File: src/hw/red_pkg.sv
// package: register map, timing and carrier types of the energy detector
package red_pkg;

  // register indices; byte address is four times the index
  localparam logic [7:0] IDX_STRENGTH = 8'h06;
  localparam logic [7:0] IDX_ENERGY   = 8'h07;
  localparam logic [7:0] IDX_IRQ_STAT = 8'h08;
  localparam logic [7:0] IDX_IRQ_MASK = 8'h09;

  // field positions
  localparam int STR_CRC_BIT = 7;
  localparam int STR_RND_LSB = 5;
  localparam int IRQ_DONE_BIT = 0;

  // reset values
  localparam logic [7:0] RST_STRENGTH = 8'h60;
  localparam logic [7:0] RST_ENERGY   = 8'hff;
  localparam logic [1:0] RST_RANDOM   = 2'h3;
  localparam logic [4:0] RST_STR_VAL  = 5'h00;
  localparam logic       RST_IRQ_MASK = 1'h0;

  // value limits
  localparam logic [4:0] STR_MAX    = 5'h1c;
  localparam logic [7:0] ENERGY_MAX = 8'h53;

  // timing
  localparam int CLK_MHZ        = 125;
  localparam int STR_PERIOD_US  = 2;
  localparam int STR_TICK_CYC   = STR_PERIOD_US * CLK_MHZ;
  localparam int ED_WINDOW_US   = 128;
  localparam int ED_SAMPLES     = ED_WINDOW_US / STR_PERIOD_US;
  localparam int ED_PROC_CYC    = 4;

  // samples arriving from the receiver, all on pclk
  typedef struct packed {
    logic       rx_active;   // listening or busy receiving
    logic       header_det;  // pulse: valid sync header seen
    logic       rx_start;    // pulse: receive-start event
    logic       frame_end;   // pulse: frame_end_irq event
    logic       crc_ok;      // checksum result, valid at frame_end
    logic [1:0] random_bits; // random source
    logic [4:0] power;       // raw strength sample
  } red_rx_t;

  typedef enum logic [1:0] {
    ED_IDLE,
    ED_MEASURE,
    ED_PROCESS
  } red_ed_state_t;

endpackage

File: src/hw/red_rssi_energy_detect.sv
// received-strength readout and energy detection with apb registers
// How it works
// - strength is 5-bit read-only, 0 to 28
// - refresh strength every 2us in receive states
// - one step 3dB, 0 base, 28 at -7dBm
// - energy averages strength over eight symbols
// - a write to energy register in rx, outside a locked frame, starts measurement
// - manual requests in rx only; done raises interrupt
// - header starts measurement, no interrupt at end
// - no second update during the same frame
// - result stored within window plus processing delay
// - frame result stable until next frame or start
// - result 0x00..0x53, 0xff until first measurement
// - result zero at base, else base plus dB
// - request outside rx: interrupt, no measurement
// - strength register: crc, random bits, strength
//
// Local design decision: the APB register port.
module red_rssi_energy_detect (
  // clock and reset
  input  wire logic              pclk,
  input  wire logic              presetn,
  // apb slave
  input  wire logic              psel,
  input  wire logic              penable,
  input  wire logic              pwrite,
  input  wire logic [11:0]       paddr,
  input  wire logic [31:0]       pwdata,
  input  wire logic [3:0]        pstrb,
  output logic                   pready,
  output logic [31:0]            prdata,
  output logic                   pslverr,
  // receiver side
  input  wire red_pkg::red_rx_t  rx_in,
  // interrupt
  output logic                   measure_done_irq
);

  logic [7:0]                 tick_cnt_ff;
  logic                       tick;
  logic [4:0]                 strength_ff;
  logic [1:0]                 random_ff;
  logic                       crc_ff;
  logic [7:0]                 energy_ff;
  red_pkg::red_ed_state_t     state_ff;
  logic [6:0]                 samp_cnt_ff;
  logic [10:0]                sum_ff;
  logic [2:0]                 proc_cnt_ff;
  logic                       manual_ff;
  logic                       frame_lock_ff;
  logic                       done_ff;
  logic                       mask_ff;
  logic                       pready_ff;
  logic [31:0]                prdata_ff;
  logic                       pslverr_ff;
  logic                       irq_ff;
  logic [4:0]                 power_clamped;
  logic [9:0]                 index;
  logic                       mapped;
  logic                       access;
  logic                       wr_done;
  logic                       manual_req;
  logic                       done_set;
  logic [12:0]                scaled;
  logic [7:0]                 avg_db;
  logic [7:0]                 nxt_energy;
  logic                       nxt_done;
  logic                       start_auto;
  logic                       start_manual;
  logic                       start_any;
  logic                       sampling;
  logic                       last_sample;
  logic                       proc_last;
  logic                       store_cycle;
  logic [31:0]                nxt_prdata;

  assign pready           = pready_ff;
  assign prdata           = prdata_ff;
  assign pslverr          = pslverr_ff;
  assign measure_done_irq = irq_ff;

  // apb decode; byte lanes ignored, all fields fit one byte
  assign index  = paddr[11:2];
  assign mapped = (index == {2'h0, red_pkg::IDX_STRENGTH}) ||
                  (index == {2'h0, red_pkg::IDX_ENERGY})   ||
                  (index == {2'h0, red_pkg::IDX_IRQ_STAT}) ||
                  (index == {2'h0, red_pkg::IDX_IRQ_MASK});
  assign access  = psel && penable && !pready_ff;
  assign wr_done = psel && penable && pready_ff && pwrite && mapped;

  assign manual_req = wr_done &&
                      (index == {2'h0, red_pkg::IDX_ENERGY});

  // 2us sampling tick
  always_ff @(posedge pclk or negedge presetn) begin
    if (!presetn) begin
      tick_cnt_ff <= 8'h00;
    end else if (tick) begin
      tick_cnt_ff <= 8'h00;
    end else begin
      tick_cnt_ff <= tick_cnt_ff + 8'h01;
    end
  end
  assign tick = (tick_cnt_ff == 8'(red_pkg::STR_TICK_CYC - 1));

  assign power_clamped = (rx_in.power > red_pkg::STR_MAX) ?
                         red_pkg::STR_MAX : rx_in.power;

  always_ff @(posedge pclk or negedge presetn) begin
    if (!presetn) begin
      strength_ff <= red_pkg::RST_STR_VAL;
    end else if (tick && rx_in.rx_active) begin
      strength_ff <= power_clamped;
    end
  end

  always_ff @(posedge pclk or negedge presetn) begin
    if (!presetn) begin
      random_ff <= red_pkg::RST_RANDOM;
    end else if (tick && rx_in.rx_active) begin
      random_ff <= rx_in.random_bits;
    end
  end

  // checksum flag held from one frame end to the next
  always_ff @(posedge pclk or negedge presetn) begin
    if (!presetn) begin
      crc_ff <= 1'b0;
    end else if (rx_in.frame_end) begin
      crc_ff <= rx_in.crc_ok;
    end
  end

  always_ff @(posedge pclk or negedge presetn) begin
    if (!presetn) begin
      frame_lock_ff <= 1'b0;
    end else if (rx_in.header_det) begin
      frame_lock_ff <= 1'b1;
    end else if (rx_in.frame_end || !rx_in.rx_active) begin
      frame_lock_ff <= 1'b0;
    end
  end

  assign scaled = 13'(sum_ff) * 13'h0003;
  // quotient needs seven bits: 64 samples of 28 give 84
  assign avg_db = {1'b0, scaled[12:6]};

  always_comb begin
    nxt_energy = (avg_db > red_pkg::ENERGY_MAX) ?
                 red_pkg::ENERGY_MAX : avg_db;
  end

  // start requests; a header beats a manual write
  assign start_auto   = rx_in.header_det && rx_in.rx_active;
  assign start_manual = manual_req && rx_in.rx_active && !frame_lock_ff;
  assign start_any    = start_auto || start_manual;
  assign sampling     = (state_ff == red_pkg::ED_MEASURE) &&
                        rx_in.rx_active && tick;
  assign last_sample  = sampling &&
                        (samp_cnt_ff == 7'(red_pkg::ED_SAMPLES - 1));
  assign proc_last    = (state_ff == red_pkg::ED_PROCESS) &&
                        (proc_cnt_ff == 3'(red_pkg::ED_PROC_CYC - 1));
  // full window only; a new start in this cycle wins
  assign store_cycle  = proc_last && !start_any &&
                        (samp_cnt_ff == 7'(red_pkg::ED_SAMPLES));

  // measurement sequencer state
  always_ff @(posedge pclk or negedge presetn) begin
    if (!presetn) begin
      state_ff <= red_pkg::ED_IDLE;
    end else if (start_any) begin
      state_ff <= red_pkg::ED_MEASURE;
    end else begin
      case (state_ff)
        red_pkg::ED_IDLE: begin
          state_ff <= red_pkg::ED_IDLE;
        end
        red_pkg::ED_MEASURE: begin
          // leaving rx abandons the window, result kept
          if (!rx_in.rx_active || last_sample) begin
            state_ff <= red_pkg::ED_PROCESS;
          end
        end
        red_pkg::ED_PROCESS: begin
          if (proc_last) begin
            state_ff <= red_pkg::ED_IDLE;
          end
        end
        default: begin
          state_ff <= red_pkg::ED_IDLE;
        end
      endcase
    end
  end

  // samples taken in the current window
  always_ff @(posedge pclk or negedge presetn) begin
    if (!presetn) begin
      samp_cnt_ff <= 7'h00;
    end else if (start_any) begin
      samp_cnt_ff <= 7'h00;
    end else if (sampling) begin
      samp_cnt_ff <= samp_cnt_ff + 7'h01;
    end
  end

  // 64 samples of 28 fit 11 bits
  always_ff @(posedge pclk or negedge presetn) begin
    if (!presetn) begin
      sum_ff <= 11'h000;
    end else if (start_any) begin
      sum_ff <= 11'h000;
    end else if (sampling) begin
      sum_ff <= sum_ff + {6'h00, strength_ff};
    end
  end

  // processing delay; an abandoned run skips it
  always_ff @(posedge pclk or negedge presetn) begin
    if (!presetn) begin
      proc_cnt_ff <= 3'h0;
    end else if (state_ff == red_pkg::ED_MEASURE && !rx_in.rx_active) begin
      proc_cnt_ff <= 3'(red_pkg::ED_PROC_CYC - 1);
    end else if (last_sample) begin
      proc_cnt_ff <= 3'h0;
    end else if (state_ff == red_pkg::ED_PROCESS && !proc_last) begin
      proc_cnt_ff <= proc_cnt_ff + 3'h1;
    end
  end

  // manual run remembered for the done flag
  always_ff @(posedge pclk or negedge presetn) begin
    if (!presetn) begin
      manual_ff <= 1'b0;
    end else if (start_auto) begin
      manual_ff <= 1'b0;
    end else if (start_manual) begin
      manual_ff <= 1'b1;
    end else if (state_ff == red_pkg::ED_IDLE) begin
      manual_ff <= 1'b0;
    end
  end

  always_ff @(posedge pclk or negedge presetn) begin
    if (!presetn) begin
      energy_ff <= red_pkg::RST_ENERGY;
    end else if (store_cycle) begin
      energy_ff <= nxt_energy;
    end
  end

  // done even when refused
  // an abandoned manual run still reports done
  assign done_set = (manual_req && !start_manual) ||
                    (manual_ff && proc_last && !start_any);

  // sticky done; a set in the clearing cycle wins
  always_comb begin
    nxt_done = done_ff;
    if (wr_done && index == {2'h0, red_pkg::IDX_IRQ_STAT} &&
        pwdata[red_pkg::IRQ_DONE_BIT]) begin
      nxt_done = 1'b0;
    end
    if (done_set) begin
      nxt_done = 1'b1;
    end
  end

  always_ff @(posedge pclk or negedge presetn) begin
    if (!presetn) begin
      done_ff <= 1'b0;
    end else begin
      done_ff <= nxt_done;
    end
  end

  always_ff @(posedge pclk or negedge presetn) begin
    if (!presetn) begin
      irq_ff <= 1'b0;
    end else begin
      irq_ff <= nxt_done && mask_ff;
    end
  end

  always_ff @(posedge pclk or negedge presetn) begin
    if (!presetn) begin
      mask_ff <= red_pkg::RST_IRQ_MASK;
    end else if (wr_done && index == {2'h0, red_pkg::IDX_IRQ_MASK}) begin
      mask_ff <= pwdata[red_pkg::IRQ_DONE_BIT];
    end
  end

  // read mux; zero outside a read access
  always_comb begin
    nxt_prdata = 32'h0000_0000;
    if (access && !pwrite) begin
      case (index)
        {2'h0, red_pkg::IDX_STRENGTH}: begin
          nxt_prdata[7:0] = {crc_ff, random_ff, strength_ff};
        end
        {2'h0, red_pkg::IDX_ENERGY}: begin
          nxt_prdata[7:0] = energy_ff;
        end
        {2'h0, red_pkg::IDX_IRQ_STAT}: begin
          nxt_prdata[red_pkg::IRQ_DONE_BIT] = done_ff;
        end
        {2'h0, red_pkg::IDX_IRQ_MASK}: begin
          nxt_prdata[red_pkg::IRQ_DONE_BIT] = mask_ff;
        end
        default: begin
          nxt_prdata = 32'h0000_0000;
        end
      endcase
    end
  end

  // apb answer: one wait state, all registered
  always_ff @(posedge pclk or negedge presetn) begin
    if (!presetn) begin
      pready_ff <= 1'b0;
    end else begin
      pready_ff <= access;
    end
  end

  // unmapped index refused, write dropped
  always_ff @(posedge pclk or negedge presetn) begin
    if (!presetn) begin
      pslverr_ff <= 1'b0;
    end else begin
      pslverr_ff <= access && !mapped;
    end
  end

  // read data stands only with pready
  always_ff @(posedge pclk or negedge presetn) begin
    if (!presetn) begin
      prdata_ff <= 32'h0000_0000;
    end else begin
      prdata_ff <= nxt_prdata;
    end
  end

endmodule

File: config.mk
export PLATFORM = sky130hd
export DESIGN_NAME = red_rssi_energy_detect
export DESIGN_NICKNAME = d
export VERILOG_FILES = /design/src/hw/red_pkg.sv /design/src/hw/red_rssi_energy_detect.sv
export SDC_FILE = /design/constraint.sdc
export NUM_CORES = 1
export LEC_CHECK = 0
export BUFFER_PORTS_ARGS = -buffer_cell sky130_fd_sc_hd__buf_2
export CORE_UTILIZATION = 57
export CTS_CLUSTER_SIZE = 40
export DETAILED_ROUTE_END_ITERATION = 6
export PLACE_DENSITY = 0.84
export REMOVE_ABC_BUFFERS = 1
export SETUP_SLACK_MARGIN = 0.02
export SLEW_MARGIN = 10
export SYNTH_ARGS = -nofsm -noshare
export SYNTH_HDL_FRONTEND = slang
export SYNTH_SLANG_ARGS = --single-unit
File: constraint.sdc
create_clock -name pclk -period 3.27 [get_ports pclk]
set_input_delay 0.8175 -clock pclk [delete_from_list [all_inputs] [get_ports pclk]]
set_output_delay 0.8175 -clock pclk [all_outputs]
set_load 0.01 [all_outputs]
==> impl_metrics.toml, run 1 <==
[final_layout]
fin_area_mm2 = 0.00402
syn2layout_area_growth_pct = 11.1
nNetsFinal = 500
antenna-diode-count = 0
layoutNonFillerInstCount = 493
drive_above_1_share = 0.206

[pwr]
p_sw_mw = 0.378
power_mw = 1.62
leakagePower_nw = 1.88
p_clk_frac = 0.454
pwr-share-comb = 0.058
switching_share = 0.233
power.internal_mw = 1.24
power.density_mw_per_mm2 = 402
seqPwrFrac = 0.488
vdd.ir_drop.worst_mv = 0.245

[timing]
relSlewSlack = 0.359
rsz0062_at_grt = "false"
min_period_ns = 2.61
finalMaxSlewViolations = 0
hold_viol_final = 0
clock.fmax_mhz = 383
fin_setup_tns_ns = 0
finalSetupViolCount = 0
clock_skew_ns = 0.0103
fin_crit_sh = 0.798
worst_pin_slew_ns = 0.956

[synth]
synthTopCellsByArea = "dfrtp_1 36%, dfstp_2 7.3%, ha_1 7.3%, buf_4 5.2%, nor2_1 4.6%"
ys_seq_area_frac = 0.432
synth_cells = 368
syn_area_mm2 = 0.00362
synth.distinct_cells = 55
synth_enable_flop_cells = 0
syn_avg_cell_area_um2 = 9.84
synth_seq_cells = 62
yosysTopAreaCell = "dfrtp_1"
synth_top_area_share = 0.359
async_reset_ff_frac = 1.00
ys.flop_type = "dfrtp_1"
yosys_warnings = 0

[setup_path]
cp_slowest_cell = "a211oi_1"
endpoint_kind = "flop"
path_buf_inv = 1
critical_path_class = "flop to flop"
path_cells = "inv_1 > ha_1 > or2b_2 > nor3_1 > nand4b_1 > a211oi_1 > o311ai_0 > nand3_1"
startpoint_type = "flop"
cp_max_fo = 8
critPathMaxStageDelay_ns = 0.76
crit_arrival_ns = 2.89
required_ns = 3.55
cp_top_family = "compound AO/OA/AOI/OAI gates"

[grt]
grt_util_all_layers = 0.235
grt_max_degree = 63
first_global_vias = 2704
overflow = 0
grt_antenna_before_repair = 0
grt_pass1_wl_um = 11800

[status]
status = "complete, no violations"

[placed_design]
placedCellCount = 477
postPlaceCellArea_mm2 = 0.00381
place.gp.congestion = 0.824
dp_hpwl_um = 5060
numPortBuffers = 37

[clock_network]
hold_buffers = 0
clk_latency_ns = 0.35
htreeDepth = 3
postCtsSetupBuffers = 0
clock_path_buffers = 2
cts-root-buf = "clkbuf_8"
clkTransAtPathRegs_ns = 0.07
cts_tree = "built"
cts_buffers = 9
cts_resized = 0
cts.sinks = 62

[floorplan]
die_h_um = 81.7
start_util = 0.601
ios = 100
coreArea_mm2 = 0.00603
rows = 28
die-width_um = 81.7
dieArea_mm2 = 0.00667

[detailed_routing]
num_vias = 2757
wl_per_cell_um = 14.3
viasPerCell = 5.59
routed_wl_um = 7040
ant_nets = 0
drt_first_pass_iters = 4
drc = 0
drtIter0Drc = 156

[job]
maxCapViolCount = 0

[min_path]
hp-class = "flop to flop"
==> sequential cells by signal (all words and copies together), names as in the netlist, 2 cells and up <==
signal / flops
energy_ff: 8
prdata: 8
proc_cnt_ff: 3
random_ff: 2
samp_cnt_ff: 7
state_ff: 2
strength_ff: 5
sum_ff: 11
tick_cnt_ff: 8
==> through the flow <==
| stage | worst slack, ns | hold WS, ns | utilization |
|---|---|---|---|
| 2_1_floorplan | 0.284 | 0.435 | - |
| 3_3_place_gp | 0.363 | 0.443 | 0.632 |
| 3_5_place_dp | 0.375 | 0.451 | 0.632 |
| 4_1_cts | 0.634 | 0.461 | 0.667 |
| 5_1_grt | 0.445 | 0.483 | 0.667 |
| 6_report | 0.659 | 0.460 | 0.667 |
==> cell type report <==
cell class | count | area (um^2)
clock buffers | 10 | 128
repair buffers | 41 | 215
well taps | 75 | 93.8
flip-flops and latches | 62 | 1560
multi-input cells | 286 | 1880
fillers | 466 | 2010
inverters | 13 | 48.8
clock inverters | 6 | 86.3
==> power by group through the flow <==
stage / combinational, mW / clock [mW] / sequential (mW)
floorplan: 0.0467 / 0 / 0.801
global placement: 0.0904 / 0 / 0.803
detailed placement: 0.0939 / 0 / 0.804
CTS: 0.0943 / 0.743 / 0.790
global route: 0.107 / 0.779 / 0.791
finish: 0.0935 / 0.734 / 0.790
==> cell usage after synthesis, types with 2 or more instances <==
master,number
dfrtp_1,52
nor2_1,44
buf_4,25
nand2_1,23
ha_1,21
a21oi_1,19
o21ai_0,16
nand3_1,15
inv_1,13
mux2i_1,13
dfstp_2,10
nor3_1,10
xnor2_1,10
xor2_1,10
a211oi_1,8
mux2_2,7
nand4_1,7
or3_1,6
nand3b_1,5
and3_1,3
nand4b_1,3
a21o_1,2
a21o_2,2
and2_1,2
and2_2,2
buf_2,2
clkbuf_1,2
nor2b_1,2
nor3b_1,2
nor4_2,2
o211ai_1,2
o21bai_1,2
o31ai_1,2
or4_1,2
or4_4,2
==> layout by cell type, fill, tap and decap left out, types with 4 or more instances in the layout <==
master,count
a211oi_1,8
a21oi_1,19
buf_2,37
buf_4,4
clkbuf_8,9
conb_1,24
dfrtp_1,52
dfstp_2,10
ha_1,21
inv_1,13
mux2_2,7
mux2i_1,13
nand2_1,23
nand3_1,15
nand3b_1,5
nand4_1,7
nor2_1,44
nor3_1,10
o21ai_0,16
or3_1,6
xnor2_1,10
xor2_1,10
==> worst min-delay path: stages, from the launching register on <==
cell     delay [ns]
dfstp_2        0.37
nand2_1        0.05
nand2_1        0.04
==> per-layer routing <==
metal	track usage	vias to the layer above	part of all wire	wire, um
met5	0	-	0	0
met4	0.111	0	0.020	139
met3	0.0500	16	0.058	411
met2	0.393	90	0.47	3290
met1	0.290	1298	0.46	3200
li1	-	1353	-	-
==> final timing paths <==
kind	endpoint	slack [ns]	start	depth (start not counted)
max reg2reg	energy_ff[1]$_DFFE_PN1P_	0.66	samp_cnt_ff[0]$_DFFE_PN0P_	8
min	energy_ff[3]$_DFFE_PN1P_	0.46	energy_ff[3]$_DFFE_PN1P_	2
max	energy_ff[1]$_DFFE_PN1P_	0.66	samp_cnt_ff[0]$_DFFE_PN0P_	8
min reg2reg	energy_ff[3]$_DFFE_PN1P_	0.46	energy_ff[3]$_DFFE_PN1P_	2
max in group asynchronous	mask_ff$_DFFE_PN0P_	2.15	presetn	2
min in group asynchronous	tick_cnt_ff[7]$_DFF_PN0_	0.62	presetn	2
==> cells by family after synthesis <==
kind of cell | count (synthesis) | share of synthesized area
XOR/XNOR | 20 | 0.0484
adder cells (fa/ha/maj) | 22 | 0.0781
multiplexers | 20 | 0.0577
AND/OR/NAND/NOR | 135 | 0.193
other | 1 | 0.00104
buffers and inverters | 43 | 0.0712
AO/OA/AOI/OAI | 65 | 0.118
flip-flops | 62 | 0.432
Note: power is estimated with default switching activity, not from simulation.
==> inputs of run 2 (changes only) <==
- CORE_UTILIZATION: 57 -> 48
- PLACE_DENSITY: 0.84 -> 0.75
- clock period: 3.27 -> 2.3 ns (I/O delays scaled with it)
==> run 2 against run 1 <==
Register-to-register slack worse by 0.56 ns. Sequential share of layout area decreased by 3.1 points. First-iteration DRC count up 12%.
==> impl_metrics.toml, run 2 (synthesis results as in run 1) <==
[status]
status = "complete, no violations"

[clock_network]
clock_path_buffers = 2
clkTransAtPathRegs_ns = 0.08
cts-root-buf = "clkbuf_8"
cts_tree = "built"
cts.sinks = 62
htreeDepth = 3
hold_buffers = 0
clk_latency_ns = 0.34
cts_buffers = 9

[pwr]
p_clk_frac = 0.466
p_sw_mw = 0.561
switching_share = 0.237
vdd.ir_drop.worst_mv = 0.277
pwr-share-comb = 0.060
power.density_mw_per_mm2 = 541
seqPwrFrac = 0.474
power.internal_mw = 1.81
leakagePower_nw = 2.02

[final_layout]
largest_register_ff_count = 11
fin_area_mm2 = 0.00438
fin_util = 0.604
layout_commonest_cell = "dfrtp_1"
nNetsFinal = 526
antenna-diode-count = 0
n_fill_cell = 571
drive_above_1_share = 0.293
final_cell_mix = "49 x dfrtp_1, 43 x nor2_1, 37 x buf_2"
syn2layout_area_growth_pct = 21.0
top_register = "sum_ff"

[setup_path]
critPathMaxStageDelay_ns = 0.57
critical_path_class = "input port to flop"
crit_arrival_ns = 2.57
path_common_cell = "or4_4"
path_cells = "buf_2 > or4_4 > or4_4 > o311ai_4 > buf_4 > a211oi_2 > a21o_2"
cp_max_fo = 5
endpoint_kind = "flop"
required_ns = 2.58
cp_slowest_cell = "or4_4"
startpoint_type = "input port"

[floorplan]
start_util = 0.499
die-width_um = 88.8
coreArea_mm2 = 0.00725
rows = 31
dieArea_mm2 = 0.00789
ios = 100
die_h_um = 88.8

[grt]
grt_antenna_before_repair = 0
grt_pass1_wl_um = 12100
grt_max_degree = 63
overflow = 0
grt_util_all_layers = 0.203
first_global_vias = 2611

[detailed_routing]
drtIter0Drc = 174
wl_per_cell_um = 14.0
routed_wl_um = 7590
drt_first_pass_iters = 4
ant_nets = 0
num_vias = 2887
viasPerCell = 5.32
drc = 0

[placed_design]
place.gp.congestion = 0.882
dp_hpwl_um = 5340
postPlaceCellArea_mm2 = 0.00402
numPortBuffers = 37

[min_path]
hp-class = "input port to asynchronous set/reset pin"

[job]
maxCapViolCount = 0

[timing]
rsz0062_at_grt = "true"
clock_skew_ns = 0.0126
hold_viol_final = 0
finalMaxSlewViolations = 0
clock.fmax_mhz = 436
worst_pin_slew_ns = 0.574
fin_crit_sh = 0.998
finalSetupViolCount = 0
relSlewSlack = 0.614
min_period_ns = 2.30
==> run 2: through the flow <==
step	setup TNS (ns)	power [mW]	instances	hold slack (ns)	worst slack [ns]
after detailed placement	-7.82	1.29	524	0.455	-0.292
after floorplan	-9.11	1.20	361	0.279	-0.444
final	0	2.37	543	0.222	0.00459
after CTS	0	2.39	540	0.226	0.0316
after global routing	-0.0695	2.45	543	0.232	-0.0398
after global placement	-7.09	1.28	524	0.446	-0.238
==> run 2: cell type report <==
| type | count | area [um^2] | share of cell area |
|---|---|---|---|
| Inverter | 13 | 48.8 | 0.0111 |
| Clock buffer | 10 | 138 | 0.0314 |
| Sequential cell | 62 | 1570 | 0.358 |
| Tap cell | 99 | 124 | 0.0283 |
| Clock inverter | 6 | 93.8 | 0.0214 |
| Multi-Input combinational cell | 286 | 1980 | 0.451 |
| Timing Repair Buffer | 67 | 430 | 0.0983 |
==> run 2: routing by layer <==
metal / wire length [um] / track usage / vias up / part of all wire
met5: 0 / 0 / - / 0
met1: 3400 / 0.256 / 1387 / 0.45
met2: 3760 / 0.338 / 89 / 0.50
li1: - / - / 1402 / -
met4: 106 / 0.107 / 0 / 0.014
met3: 318 / 0.0280 / 9 / 0.042
==> run 2: repair_timing <==
action                                 CTS  global route
pin swaps                                0             5
gates resized for setup                  2            20
endpoints found under the hold margin    0             0
setup buffers                            0             3
setup endpoints to repair                3            15
==> run 2: path summary, 6_finish.rpt <==
kind	from	to	slack [ns]	cells after the start
worst max-delay path	paddr[7]	energy_ff[5]$_DFFE_PN1P_	0.005	7
worst min-delay path	presetn	proc_cnt_ff[2]$_DFFE_PN0P_	0.22	2
worst max register to register	strength_ff[0]$_DFFE_PN0P_	sum_ff[8]$_DFFE_PN0P_	0.10	8
worst min register to register	energy_ff[2]$_DFFE_PN1P_	energy_ff[2]$_DFFE_PN1P_	0.47	2
max in group asynchronous	presetn	energy_ff[5]$_DFFE_PN1P_	1.77	2
min in group pclk	energy_ff[2]$_DFFE_PN1P_	energy_ff[2]$_DFFE_PN1P_	0.47	2
==> run 2: power groups by stage <==
stage               registers (mW)  logic, mW  clock network, mW
finish                        1.12      0.143               1.10
global route                  1.13      0.162               1.16
CTS                           1.12      0.144               1.12
detailed placement            1.14      0.143                  0
global placement              1.14      0.139                  0
floorplan                     1.14     0.0664                  0
==> run 2: worst max-delay path, delay by kind of cell <==
family          cells  cell delay, ns
simple gates        2            1.10
compound gates      3            0.62
buf+inv             2            0.28
==> inputs of run 3 (changes only) <==
- ABC_AREA: default -> 1
- PLACE_DENSITY: 0.75 -> 0.74
==> run 3 against run 2 <==
Sequential power is 4% higher. First-iteration DRC count is 24% lower. Via count is 13% higher. Non-clock buffer count is 28 lower. Register-to-register slack better by 0.23 ns. Die area is 6.4% higher. Largest power group unchanged.
==> impl_metrics.toml, run 3 <==
[status]
status = "complete, no violations"

[synth]
synth_cells = 492
synth_enable_flop_cells = 0
synth-xor-area-share = 0.0250
async_reset_ff_frac = 1.00
syn_avg_cell_area_um2 = 7.84
synth_compound_area_frac = 0.108
ys.flop_type = "dfrtp_1"
synth_seq_cells = 62
yosysTopAreaCell = "dfrtp_1"
synth_common_cells = "139 x nand2_1, 57 x inv_1, 52 x dfrtp_1, 36 x a21oi_1, 32 x nor2_1"
synth.distinct_cells = 40
synth_most_common_cell = "nand2_1"
synthAdderAreaFrac = 0.0733
syn_area_mm2 = 0.00386
synth_top_family_by_area = "simple AND/OR/NAND/NOR gates"
ys_seq_area_frac = 0.405
synthMuxAreaShare = 0.00292
synthTopCellsByArea = "dfrtp_1 34%, nand2_1 14%, dfstp_2 6.8%, ha_1 6.8%, inv_1 5.5%"
synth_top_area_share = 0.337
synth-simple-area-share = 0.266
yosys_warnings = 0

[detailed_routing]
drtIter0Drc = 133
num_vias = 3262
routed_wl_um = 7770
viasPerCell = 5.07
drt_first_pass_iters = 4
drc = 0
wl_per_cell_um = 12.1
ant_nets = 0

[floorplan]
coreArea_mm2 = 0.00777
die_h_um = 91.7
ios = 100
die-width_um = 91.7
rows = 32
start_util = 0.497
dieArea_mm2 = 0.00840

[final_layout]
syn2layout_area_growth_pct = 10.7
drive_above_1_share = 0.153
n_fill_cell = 732
layout_commonest_cell = "nand2_1"
final_cell_mix = "139 x nand2_1, 57 x inv_1, 52 x dfrtp_1"
largest_register_ff_count = 11
top_register = "sum_ff"
nNetsFinal = 623
antenna-diode-count = 0

[clock_network]
postCtsSetupBuffers = 0
clk_latency_ns = 0.34
cts_resized = 0
cts_tree = "built"
clkTransAtPathRegs_ns = 0.07
hold_buffers = 0
cts_buffers = 9
clock_path_buffers = 2
cts.sinks = 62
cts-root-buf = "clkbuf_8"
htreeDepth = 3

[grt]
overflow = 0
gr-usage-met3 = 0.0282
grt_busiest_layer = "met2"
grt_util_all_layers = 0.203
grt_antenna_before_repair = 0
first_global_vias = 3152
grt_max_degree = 63
grt_pass1_wl_um = 13600
grtUsageMet2 = 0.353
use_met1 = 0.246

[setup_path]
reg2reg_slack_ns = 0.33
cp_max_fo = 4
critical_path_class = "flop to flop"
startpoint_type = "flop"
endpoint_kind = "flop"
crit_arrival_ns = 2.20
required_ns = 2.53

[pwr]
vdd.ir_drop.worst_mv = 0.279
power_mw = 2.42
power.density_mw_per_mm2 = 566
leakagePower_nw = 2.29

[timing]
min_period_ns = 1.97
clock.fmax_mhz = 508
hold_viol_final = 0
finalSetupViolCount = 0
fin_setup_tns_ns = 0
fin_crit_sh = 0.856
rsz0062_at_grt = "false"
worst_hold_slack_ns = 0.235
clock_skew_ns = 0.00674
finalMaxSlewViolations = 0

[placed_design]
numPortBuffers = 37
dp_hpwl_um = 5750
place.gp.congestion = 0.854

[min_path]
hp-class = "input port to asynchronous set/reset pin"

[job]
maxCapViolCount = 0
## run 3: cell count changes after synthesis, sizes merged, moves of 5 or more
cell	change
xnor2	-5
inv	+47
nand2	+122
nor3	+5
mux2i	-13
a211oi	-8
a21oi	+17
nor2	-6
nand3	+7
mux2	-6
nand3b	-5
or3	-6
## run 3: cell families after synthesis
group | count (synthesis)
AOI/OAI and AO/OA | 74
xor gates and xnor gates | 11
adders and majority gates | 22
buffers and inverters | 89
DFF | 62
muxes | 1
other | 1
and+or+nand+nor | 232
## run 3: power breakdown
part | internal, mW | switching (mW) | leakage (nW) | total, mW
Clock | 0.637 | 0.412 | 0.110 | 1.05
Sequential | 1.13 | 0.0258 | 0.788 | 1.16
Combinational | 0.0750 | 0.135 | 1.39 | 0.210
## run 3: worst paths after layout
check,end,startpoint,depth (start not counted)
max,sum_ff[8]$_DFFE_PN0P_,sum_ff[0]$_DFFE_PN0P_,8
min,tick_cnt_ff[7]$_DFF_PN0_,presetn,2
max reg2reg,sum_ff[8]$_DFFE_PN0P_,sum_ff[0]$_DFFE_PN0P_,8
min reg2reg,energy_ff[7]$_DFFE_PN1P_,energy_ff[7]$_DFFE_PN1P_,2
max in group asynchronous,energy_ff[2]$_DFFE_PN1P_,presetn,2
min in group pclk,random_ff[1]$_DFFE_PN1P_,rx_in[6],3
## run 3: metrics by stage
stage | cell area (um^2) | std cells | setup slack (ns) | utilization
floorplan | 3720 | 486 | 0.215 | -
global placement | 4060 | 627 | 0.208 | 0.522
detailed placement | 4060 | 627 | 0.132 | 0.522
CTS | 4270 | 643 | 0.323 | 0.550
global route | 4270 | 643 | 0.139 | 0.550
finish | 4270 | 643 | 0.331 | 0.550
## run 3: layout make-up
class / instances / area [um^2] / share of cell area
Clock buffer: 12 / 145 / 0.0340
Clock inverter: 4 / 70.1 / 0.0164
Inverter: 60 / 228 / 0.0533
Multi-Input combinational cell: 364 / 1920 / 0.450
Sequential cell: 62 / 1560 / 0.366
Tap cell: 102 / 128 / 0.0299
Timing Repair Buffer: 39 / 213 / 0.0498
## run 3: per-layer routing
metal / vias to the layer above / routed length, um / share of wire
li1: 1642 / - / -
met1: 1497 / 3640 / 0.47
met2: 102 / 3560 / 0.46
met3: 21 / 340 / 0.044
met4: 0 / 225 / 0.029
met5: - / 0 / 0
## run 3: critical path, cell delays in order (launching register included)
cell and delay [ns]:
dfrtp_1 0.42, ha_1 0.25, fa_1 0.46, nand3_1 0.12, nand2_1 0.10, nand2_1 0.07, o21ai_0 0.09, xnor2_1 0.14
o31ai_1 0.22
